$ cat src/verilog/qss_pkg.sv
// qss_pkg: constants and carrier types for the quad switch serial control block.
// assumes a single 100 MHz core clock; every use is written qss_pkg::name.
`default_nettype none
package qss_pkg;
	// core clock and time base
	localparam int CLK_PERIOD_NS     = 10;
	localparam int NS_PER_MS         = 1000000;
	localparam int TICK_CYCLES       = NS_PER_MS / CLK_PERIOD_NS;
	localparam int RETRY_INTERVAL_MS = 2000;

	// serial frame layout
	localparam int FRAME_BITS = 8;
	localparam int CNT_W      = 3;
	localparam int CH_COUNT   = 4;
	localparam int PAR_ODD    = 3;
	localparam int PAR_EVEN   = 2;
	localparam int PAR_ALL    = 1;
	localparam int PAR_ALL_N  = 0;

	// reset values
	localparam logic [3:0] CMD_RESET  = 4'h0;
	localparam logic [7:0] SHIFT_RESET = 8'h00;
	localparam logic [CNT_W-1:0] CNT_RESET = 3'h0;

	// received frame: commands for channels 4..1 then parity nibble
	typedef struct packed {
		logic [3:0] cmd;
		logic [3:0] parity;
	} qss_frame_t;

	// diagnostics frame: live flags then held flags, channels 4..1
	typedef struct packed {
		logic [3:0] live;
		logic [3:0] held;
	} qss_diag_t;

	// pins arriving from outside the core clock domain
	typedef struct packed {
		logic       spi_clk;
		logic       cs_n;
		logic       sdi;
		logic       reverse_detect;
		logic       global_off_n;
		logic [3:0] overtemp;
	} qss_pins_t;

	localparam int PINS_W = 9;
	// synchroniser reset: select high (idle), global off low, all else low
	localparam logic [8:0] PINS_RESET = 9'h080;

	// reverse current auto-retry states
	typedef enum logic {
		RT_IDLE,
		RT_HOLD
	} qss_retry_state_t;
endpackage
`default_nettype wire

$ cat src/verilog/qss_serial_control.sv
// qss_serial_control: mode-0 serial command port, parity and count checking,
// thermal diagnostics and reverse current auto-retry for four low-side switches.
// assumes asynchronous pins from the host and analog monitors; one core clock.
`timescale 1ns/100ps
`default_nettype none

// Function
// RQ1: reverse current: fault low, all switches off
// RQ2: after interval restore commands, release fault high
// RQ3: new reverse current restarts a full interval; the sequencer ignores it until the hold ends
// RQ4: overtemperature channel off, auto restarts when cool
// RQ5: sample input on rise, shift output on fall
// RQ6: serial output undriven while select inactive
// RQ7: host keeps clock at or below 10 MHz; the bench host model runs it with an 80 ns period, 12.5 MHz
// RQ8: eight-bit frames, shifted bits pass onward
// RQ9: upper nibble commands, lower nibble parity
// RQ10: command one closes switch, zero opens it
// RQ11: four parity bits from command bits
// RQ12: parity mismatch keeps outputs, error output low
// RQ13: clock count not multiple of eight: error
// RQ14: error output changes only at select rise
// RQ15: select fall samples live and held flags
// RQ16: channel commanded off reports zero flags
// RQ17: held flag set by any active overload; the code sets it only on channels commanded on
// RQ18: held flag clears only if cool, no error
// RQ19: clock pulses ignored while select inactive
// RQ20: host holds clock low at select fall
// RQ21: count falling clock edges after select low
// RQ22: commands applied at select rise
// RQ23: shifted bits appear on output next byte
// RQ24: global off input forces all switches off
// RQ25: parity order odd, even, all, inverted all
// RQ26: count error does not update commands
// RQ27: error output returns high after clean frame
module qss_serial_control #(
	parameter int TICK_CYCLES = qss_pkg::TICK_CYCLES,      // core cycles per retry tick
	parameter int RETRY_TICKS = qss_pkg::RETRY_INTERVAL_MS // ticks in one retry interval
) (
	input  wire logic       core_clk,        // 100 MHz core clock
	input  wire logic       rst,             // synchronous reset, active high
	input  wire logic       spi_clk,         // serial clock pin
	input  wire logic       cs_n,            // chip select pin, active low
	input  wire logic       sdi,             // serial data in pin
	input  wire logic       reverse_detect,  // reverse current comparator
	input  wire logic       global_off_n,    // global disable pin, active low
	input  wire logic [3:0] overtemp,        // per-channel overtemperature flags
	output logic      [3:0] switch_on,       // switch gate drive, channels 4..1
	output logic            reverse_fault_n, // reverse fault output, active low
	output logic            frame_error_n,   // frame error output, active low
	output logic            sdo,             // serial data out
	output logic            sdo_oe           // serial data out enable
);
	localparam int TW = (TICK_CYCLES > 1) ? $clog2(TICK_CYCLES) : 1;
	localparam int RW = (RETRY_TICKS > 1) ? $clog2(RETRY_TICKS) : 1;
	localparam logic [TW-1:0] TICK_LAST  = TW'(TICK_CYCLES - 1);
	localparam logic [RW-1:0] RETRY_LAST = RW'(RETRY_TICKS - 1);

	logic [qss_pkg::PINS_W-1:0] sync1_reg;
	logic [qss_pkg::PINS_W-1:0] sync2_reg;
	logic [qss_pkg::PINS_W-1:0] sync3_reg;
	qss_pkg::qss_pins_t         pins_reg;
	qss_pkg::qss_pins_t         pins_prev_reg;
	logic [7:0]                 shift_reg;
	logic [qss_pkg::CNT_W-1:0]  fall_cnt_reg;
	logic                       any_fall_reg;
	logic [3:0]                 cmd_reg;
	logic [3:0]                 held_reg;
	logic [TW-1:0]              tick_cnt_reg;
	logic [RW-1:0]              retry_cnt_reg;
	qss_pkg::qss_retry_state_t  retry_state_reg;
	qss_pkg::qss_frame_t        rx_frame;
	qss_pkg::qss_diag_t         diag_now;
	logic [3:0]                 parity_calc;
	logic                       sel_fall;
	logic                       sel_rise;
	logic                       clk_rise;
	logic                       clk_fall;
	logic                       parity_ok;
	logic                       count_ok;
	logic                       frame_ok;
	logic [3:0]                 switch_next;
	logic [3:0]                 held_set;
	logic [3:0]                 held_clr;

	// three-stage pin synchroniser; a change counts once stages two and three agree
	always_ff @(posedge core_clk)
	begin
		if (rst)
		begin
			sync1_reg     <= qss_pkg::PINS_RESET;
			sync2_reg     <= qss_pkg::PINS_RESET;
			sync3_reg     <= qss_pkg::PINS_RESET;
			pins_reg      <= qss_pkg::qss_pins_t'(qss_pkg::PINS_RESET);
			pins_prev_reg <= qss_pkg::qss_pins_t'(qss_pkg::PINS_RESET);
		end
		else
		begin
			sync1_reg     <= {spi_clk, cs_n, sdi, reverse_detect, global_off_n, overtemp};
			sync2_reg     <= sync1_reg;
			sync3_reg     <= sync2_reg;
			pins_reg      <= qss_pkg::qss_pins_t'((sync2_reg & sync3_reg)
				| (pins_reg & (sync2_reg ^ sync3_reg)));
			pins_prev_reg <= pins_reg;
		end
	end

	// edge events; clock edges only count while selected
	assign sel_fall = pins_prev_reg.cs_n & ~pins_reg.cs_n;
	assign sel_rise = ~pins_prev_reg.cs_n & pins_reg.cs_n;
	assign clk_rise = ~pins_reg.cs_n & ~pins_prev_reg.spi_clk & pins_reg.spi_clk; // [RQ19]
	assign clk_fall = ~pins_reg.cs_n & pins_prev_reg.spi_clk & ~pins_reg.spi_clk; // [RQ19] [RQ21]

	// frame check: parity recomputed from received commands
	assign rx_frame = qss_pkg::qss_frame_t'(shift_reg); // [RQ9]
	assign parity_calc[qss_pkg::PAR_ODD]   = rx_frame.cmd[0] ^ rx_frame.cmd[2]; // [RQ11] [RQ25]
	assign parity_calc[qss_pkg::PAR_EVEN]  = rx_frame.cmd[1] ^ rx_frame.cmd[3]; // [RQ11] [RQ25]
	assign parity_calc[qss_pkg::PAR_ALL]   = ^rx_frame.cmd;                     // [RQ11] [RQ25]
	assign parity_calc[qss_pkg::PAR_ALL_N] = ~(^rx_frame.cmd);                  // [RQ11] [RQ25]
	assign parity_ok = (parity_calc == rx_frame.parity);                        // [RQ12]
	assign count_ok  = (fall_cnt_reg == qss_pkg::CNT_RESET);                    // [RQ13]
	assign frame_ok  = parity_ok & count_ok;

	// diagnostics seen by the host; channels commanded off read zero
	assign diag_now.live = pins_reg.overtemp & cmd_reg; // [RQ15] [RQ16]
	assign diag_now.held = held_reg & cmd_reg;          // [RQ15] [RQ16]

	// shift register: load diagnostics at select fall, sample data on rising edges
	always_ff @(posedge core_clk)
	begin
		if (rst)
			shift_reg <= qss_pkg::SHIFT_RESET;
		else if (sel_fall)
			shift_reg <= diag_now;                        // [RQ15]
		else if (clk_rise)
			shift_reg <= {shift_reg[6:0], pins_reg.sdi};  // [RQ5] [RQ8]
	end

	// serial output: changes on falling edges, driven only while selected
	always_ff @(posedge core_clk)
	begin
		if (rst)
		begin
			sdo    <= 1'b0;
			sdo_oe <= 1'b0;
		end
		else
		begin
			sdo_oe <= ~pins_reg.cs_n; // [RQ6]
			if (sel_fall)
				sdo <= diag_now.live[3];
			else if (clk_fall)
				sdo <= shift_reg[7];  // [RQ5] [RQ23]
		end
	end

	// falling-edge counter per transaction, modulo one frame
	always_ff @(posedge core_clk)
	begin
		if (rst)
		begin
			fall_cnt_reg <= qss_pkg::CNT_RESET;
			any_fall_reg <= 1'b0;
		end
		else if (sel_fall)
		begin
			fall_cnt_reg <= qss_pkg::CNT_RESET;
			any_fall_reg <= 1'b0;
		end
		else if (clk_fall)
		begin
			fall_cnt_reg <= fall_cnt_reg + 3'h1; // [RQ21]
			any_fall_reg <= 1'b1;
		end
	end

	// commands and frame error settle at select rise only
	always_ff @(posedge core_clk)
	begin
		if (rst)
		begin
			cmd_reg       <= qss_pkg::CMD_RESET;
			frame_error_n <= 1'b1;
		end
		else if (sel_rise)
		begin
			frame_error_n <= frame_ok;        // [RQ12] [RQ13] [RQ14] [RQ27]
			if (frame_ok && any_fall_reg)
				cmd_reg <= rx_frame.cmd;      // [RQ22] [RQ26]
		end
	end

	// held overload flags; a new overload wins over the clear
	assign held_set = cmd_reg & pins_reg.overtemp;                              // [RQ17]
	assign held_clr = {4{sel_rise & frame_ok}} & ~pins_reg.overtemp;           // [RQ18]

	always_ff @(posedge core_clk)
	begin
		if (rst)
			held_reg <= qss_pkg::CMD_RESET;
		else
			held_reg <= held_set | (held_reg & ~held_clr); // [RQ17] [RQ18]
	end

	// retry tick divider, restarted when a hold begins
	always_ff @(posedge core_clk)
	begin
		if (rst || retry_state_reg == qss_pkg::RT_IDLE || tick_cnt_reg == TICK_LAST)
			tick_cnt_reg <= '0;
		else
			tick_cnt_reg <= tick_cnt_reg + TW'(1);
	end

	// reverse current auto-retry sequencer
	always_ff @(posedge core_clk)
	begin
		if (rst)
		begin
			retry_state_reg <= qss_pkg::RT_IDLE;
			retry_cnt_reg   <= '0;
		end
		else
		begin
			case (retry_state_reg)
				qss_pkg::RT_IDLE:
				begin
					retry_cnt_reg <= '0;
					if (pins_reg.reverse_detect)
						retry_state_reg <= qss_pkg::RT_HOLD; // [RQ1] [RQ3]
				end
				qss_pkg::RT_HOLD:
				begin
					if (tick_cnt_reg == TICK_LAST)
					begin
						retry_cnt_reg <= retry_cnt_reg + RW'(1);
						if (retry_cnt_reg == RETRY_LAST)
							retry_state_reg <= qss_pkg::RT_IDLE; // [RQ2]
					end
				end
				default:
					retry_state_reg <= qss_pkg::RT_IDLE;
			endcase
		end
	end

	// switch drive: command gated by overtemperature, retry hold and global off
	assign switch_next = cmd_reg                                  // [RQ10]
		& ~pins_reg.overtemp                                      // [RQ4]
		& {4{pins_reg.global_off_n}}                              // [RQ24]
		& {4{retry_state_reg == qss_pkg::RT_IDLE}};               // [RQ1] [RQ2]

	always_ff @(posedge core_clk)
	begin
		if (rst)
		begin
			switch_on       <= qss_pkg::CMD_RESET;
			reverse_fault_n <= 1'b1;
		end
		else
		begin
			switch_on       <= switch_next;
			reverse_fault_n <= (retry_state_reg == qss_pkg::RT_IDLE); // [RQ1] [RQ2]
		end
	end

	// fault output low means every switch is off
	property p_rev_off;
		@(posedge core_clk) disable iff (rst)
		(retry_state_reg == qss_pkg::RT_HOLD) |=> (switch_on == 4'h0) && !reverse_fault_n;
	endproperty
	a_rev_off: assert property (p_rev_off) else $error("switch on during retry hold"); // [RQ1]

	// leaving the hold releases the fault and restores the commands
	property p_rev_release;
		@(posedge core_clk) disable iff (rst)
		(retry_state_reg == qss_pkg::RT_HOLD) ##1 (retry_state_reg == qss_pkg::RT_IDLE)
		|=> reverse_fault_n && (switch_on == $past(switch_next));
	endproperty
	a_rev_release: assert property (p_rev_release) else $error("retry release wrong"); // [RQ2]

	// a reverse current seen while idle starts a new hold
	property p_rev_again;
		@(posedge core_clk) disable iff (rst)
		(retry_state_reg == qss_pkg::RT_IDLE) && pins_reg.reverse_detect
		|=> (retry_state_reg == qss_pkg::RT_HOLD) ##1 !reverse_fault_n;
	endproperty
	a_rev_again: assert property (p_rev_again) else $error("retry not restarted"); // [RQ3]

	// overtemperature or global off forces the channel off
	property p_channel_off;
		@(posedge core_clk) disable iff (rst)
		1'b1 |=> ((switch_on & $past(pins_reg.overtemp)) == 4'h0)
			&& ($past(pins_reg.global_off_n) || switch_on == 4'h0);
	endproperty
	a_channel_off: assert property (p_channel_off) else $error("switch on while forced off"); // [RQ4]

	// output enable follows select
	property p_sdo_oe;
		@(posedge core_clk) disable iff (rst)
		pins_reg.cs_n |=> !sdo_oe;
	endproperty
	a_sdo_oe: assert property (p_sdo_oe) else $error("serial output driven while idle"); // [RQ6]

	// bad parity keeps commands and lowers the error output
	property p_parity;
		@(posedge core_clk) disable iff (rst)
		sel_rise && !parity_ok |=> !frame_error_n && $stable(cmd_reg);
	endproperty
	a_parity: assert property (p_parity) else $error("parity error not handled"); // [RQ12]

	// clock count not a multiple of eight raises the error and keeps commands
	property p_count;
		@(posedge core_clk) disable iff (rst)
		sel_rise && (fall_cnt_reg != qss_pkg::CNT_RESET) |=> !frame_error_n && $stable(cmd_reg);
	endproperty
	a_count: assert property (p_count) else $error("count error not handled"); // [RQ13]

	// error output moves only at select rise
	property p_err_stable;
		@(posedge core_clk) disable iff (rst)
		!sel_rise |=> $stable(frame_error_n);
	endproperty
	a_err_stable: assert property (p_err_stable) else $error("frame error moved mid frame"); // [RQ14]

	// diagnostics for channels commanded off read zero
	property p_diag_zero;
		@(posedge core_clk) disable iff (rst)
		sel_fall |=> ((shift_reg[7:4] | shift_reg[3:0]) & ~cmd_reg) == 4'h0;
	endproperty
	a_diag_zero: assert property (p_diag_zero) else $error("off channel reports a flag"); // [RQ16]

	// an active overload leaves the held flag set
	property p_held_set;
		@(posedge core_clk) disable iff (rst)
		(held_set != 4'h0) |=> ((held_reg & $past(held_set)) == $past(held_set));
	endproperty
	a_held_set: assert property (p_held_set) else $error("held flag lost"); // [RQ17]

	// edges outside a transaction leave the counter alone
	property p_idle_clk;
		@(posedge core_clk) disable iff (rst)
		pins_reg.cs_n && pins_prev_reg.cs_n |=> $stable(fall_cnt_reg) && $stable(shift_reg);
	endproperty
	a_idle_clk: assert property (p_idle_clk) else $error("idle clock counted"); // [RQ19]

	// a clean frame applies its commands and clears the error
	property p_apply;
		@(posedge core_clk) disable iff (rst)
		sel_rise && frame_ok && any_fall_reg |=> frame_error_n && (cmd_reg == $past(rx_frame.cmd));
	endproperty
	a_apply: assert property (p_apply) else $error("clean frame not applied"); // [RQ22]
endmodule
`default_nettype wire

$ cat config.mk
export PLATFORM = sky130hd
export DESIGN_NAME = qss_serial_control
export DESIGN_NICKNAME = d
export VERILOG_FILES = /design/src/verilog/qss_pkg.sv /design/src/verilog/qss_serial_control.sv
export SDC_FILE = /design/constraint.sdc
export NUM_CORES = 1
export LEC_CHECK = 0
export BUFFER_PORTS_ARGS = -buffer_cell sky130_fd_sc_hd__buf_2
export CAP_MARGIN = 20
export CORE_ASPECT_RATIO = 1.75
export CORE_MARGIN = 2
export CORE_UTILIZATION = 40
export CTS_CLUSTER_DIAMETER = 150
export DETAILED_ROUTE_END_ITERATION = 10
export PLACE_DENSITY_LB_ADDON = 0.15
export SYNTH_ARGS = -nofsm -noshare
export SYNTH_HDL_FRONTEND = slang
export SYNTH_SLANG_ARGS = --single-unit
$ cat constraint.sdc
create_clock -name core_clk -period 3.5 [get_ports core_clk]
set_clock_uncertainty 0.2 [all_clocks]
set_input_delay 0.7 -clock core_clk [delete_from_list [all_inputs] [get_ports core_clk]]
set_output_delay 0.7 -clock core_clk [all_outputs]
set_load 0.02 [all_outputs]
==> run_results.csv <==
group,metric,value,unit
yosys,syn-num-nets,408,
setup_path,crit_path_cell_trace,"ha_1, and4_1, nand3_2, or4_4, or3_1, a21oi_1",
yosys,synth_area,0.00363,mm²
worst_hold_path,hold_class,"register to register",
clock_tree,cts_num_sinks,95,
pwr,leakagePower,1.46,nW
floorplan,die_area,0.00989,mm²
layout,area_growth_syn_to_layout,14.5,%
routing,wire_per_inst,12.9,µm
pwr,finalPower,2.22,mW
layout,largest_register_ffs,17,
floorplan,rows,46,
pwr,p_per_area,533,mW/mm²
clock_tree,cts_hold_buf,0,
routing,wl,6790,µm
yosys,synth-seq-cells,95,
routing,dr.pass1.iters,4,
setup_path,critPathMaxFanout,5,
timing,holdWs,0.215,ns
placed_design,routabilityCongestion,0.864,
timing,fin_crit,2.31,ns
pwr,ir_drop,0.286,mV
clock_tree,cts_buffer_depth,2,
layout,final_nets,426,
global_routing,grt_pass1_vias,2495,
yosys,synth_edf_count,0,
setup_path,slowest_stage,"or4_4",
run,drv_cap,0,
floorplan,core,0.00892,mm²
floorplan,ioPinCount,19,
yosys,synth_warnings,0,
clock_tree,cts_inserted_buffers,9,
timing,setup_ws,1.19,ns
placed_design,dp_hpwl,4840,µm
timing,relSlewSlack,0.441,
setup_path,critPathMaxStageDelay,0.56,ns
global_routing,grt_overflow_total,0,
global_routing,grt_max_degree,40,
clock_tree,clkSlewWorstSetupHoldPaths,0.06,ns
timing,rsz0062_at_grt,"no",
routing,drt_iter0_drc,111,
routing,ant_nets,0,
layout,layout-drive-gt1-share,0.120,
placed_design,portBuffers,18,
placed_design,placed_cells,511,
floorplan,die_h,130,µm
timing,max_slew.worst_pin.slew,0.836,ns
layout,antenna_cells,0,
placed_design,dpl_worst_slack,1.20,ns
setup_path,cp_top_family,"simple AND/OR/NAND/NOR gates",
clock_tree,post_cts_buffers,0,
layout,fin_util,0.466,
setup_path,crit_buf_inv,0,
floorplan,start_util,0.407,
layout,fin_area,0.00416,mm²
global_routing,grt_pass1_wl,11500,µm
setup_path,crit_arrival,2.38,ns
timing,tns,0,ns
timing,finalMaxSlewViolations,0,
global_routing,grtUsageTotal,0.149,
timing,period_share,0.659,
layout,fin_cells,527,
global_routing,antenna_found_initial,0,
setup_path,critPathRequiredTime,3.58,ns
yosys,ys_types,41,
yosys,ys_async_sr_fraction,0,
routing,routed_via_density,5.02,
setup_path,path_class,"register to register",
routing,vias,2647,
yosys,avgSynthCellArea,9.46,µm²
yosys,ys.flop_type,"dfxtp_1",
yosys,ys_seq_area_frac,0.524,
clock_tree,clock-root-buffer,"clkbuf_16",
clock_tree,htreeDepth,3,
clock_tree,cts_tree,"built",
timing,setup_viol,0,
run_status,status,"completed",
setup_path,endpoint_kind,"register",
routing,drc_errors,0,
setup_path,worst_setup_path_start_kind,"register",
yosys,syn_inst,384,
clock_tree,cts_resized,0,
clock_tree,worstSkewPairLatency,0.34,ns
floorplan,die_w,76.0,µm
timing,hold_viol_final,0,
placed_design,post_dp_cell_area,0.00383,mm²
timing,fmax,0.433,GHz
worst reg2reg max path, cell delays in order (launching register included):
cell	delay [ns]
dfxtp_1	0.37
ha_1	0.24
and4_1	0.27
nand3_2	0.13
or4_4	0.56
or3_1	0.33
a21oi_1	0.14
layout make-up:
type / count / area [µm²]
sequential: 95 / 1900
fill: 872 / 4760
multi-input combinational: 266 / 1640
timing repair buffer: 20 / 105
clock buffer: 9 / 225
inverter: 10 / 37.5
clock inverter: 7 / 104
tap: 120 / 150
placed cells by master (no fill, tap or decap), types with 2 or more instances in the layout:
master and instances:
xor2_1 16, nor3b_1 6, a311oi_1 7, nand3_1 16, a31oi_1 2, o2bb2ai_1 3, o21ai_0 11, nand3b_1 2
dfxtp_1 95, clkinvlp_4 2, buf_4 2, nor2_1 42, ha_1 13, xnor2_1 12, nor4_1 4, nand2b_1 3
buf_2 18, clkbuf_16 9, or2_2 6, nor3_1 10, a21oi_1 27, nor2b_1 26, bufinv_16 2, or3_1 3
nand2_1 32, inv_1 10, nand4_1 9
worst paths after layout:
kind / start / cells past startpoint / end / slack [ns]
worst min register to register: sync1_reg[7] / 1 / sync2_reg[7] / 0.22
worst max-delay path: tick_cnt_reg[0] / 6 / retry_cnt_reg[10] / 1.19
worst min-delay path: sync1_reg[7] / 1 / sync2_reg[7] / 0.22
worst max register to register: tick_cnt_reg[0] / 6 / retry_cnt_reg[10] / 1.19
synth_stat cells, types with 4 or more instances:
master    count  area share
a21oi_1      27       0.037
a311oi_1      7       0.017
clkbuf_1     11       0.011
dfxtp_1      95        0.52
ha_1         13       0.045
inv_1        10       0.010
nand2_1      32       0.033
nand3_1      16       0.022
nand4_1       9       0.016
nor2_1       42       0.043
nor2b_1      26       0.045
nor3_1       10       0.014
nor3b_1       6       0.012
nor4_1        4      0.0069
o21ai_0      11       0.015
or2_2         6       0.010
xnor2_1      12       0.029
xor2_1       16       0.039
layer usage:
| layer | GRT usage | wire (µm) | part of all wire | vias up |
|---|---|---|---|---|
| li1 | - | - | - | 1349 |
| met1 | 0.154 | 2850 | 0.42 | 1255 |
| met2 | 0.277 | 3620 | 0.53 | 37 |
| met3 | 0.0415 | 190 | 0.028 | 6 |
| met4 | 0.0717 | 121 | 0.018 | 0 |
| met5 | 0 | 0 | 0 | - |
kinds of logic (layout without fill, tap and decap cells):
| logic type | Yosys count | count (layout) | share of synthesized area |
|---|---|---|---|
| compound gates | 53 | 53 | 0.0868 |
| xor+xnor | 28 | 28 | 0.0675 |
| flops | 95 | 95 | 0.524 |
| mux | 2 | 2 | 0.00586 |
| buf+inv | 23 | 46 | 0.0262 |
| simple gates | 170 | 170 | 0.245 |
| fa+ha+maj | 13 | 13 | 0.0448 |
power breakdown:
part | internal [mW] | switching [mW] | leakage [nW]
Sequential | 1.10 | 0.00989 | 0.771
Clock | 0.634 | 0.422 | 0.154
Combinational | 0.0236 | 0.0297 | 0.540
Note: power is estimated with default switching activity, not from simulation.
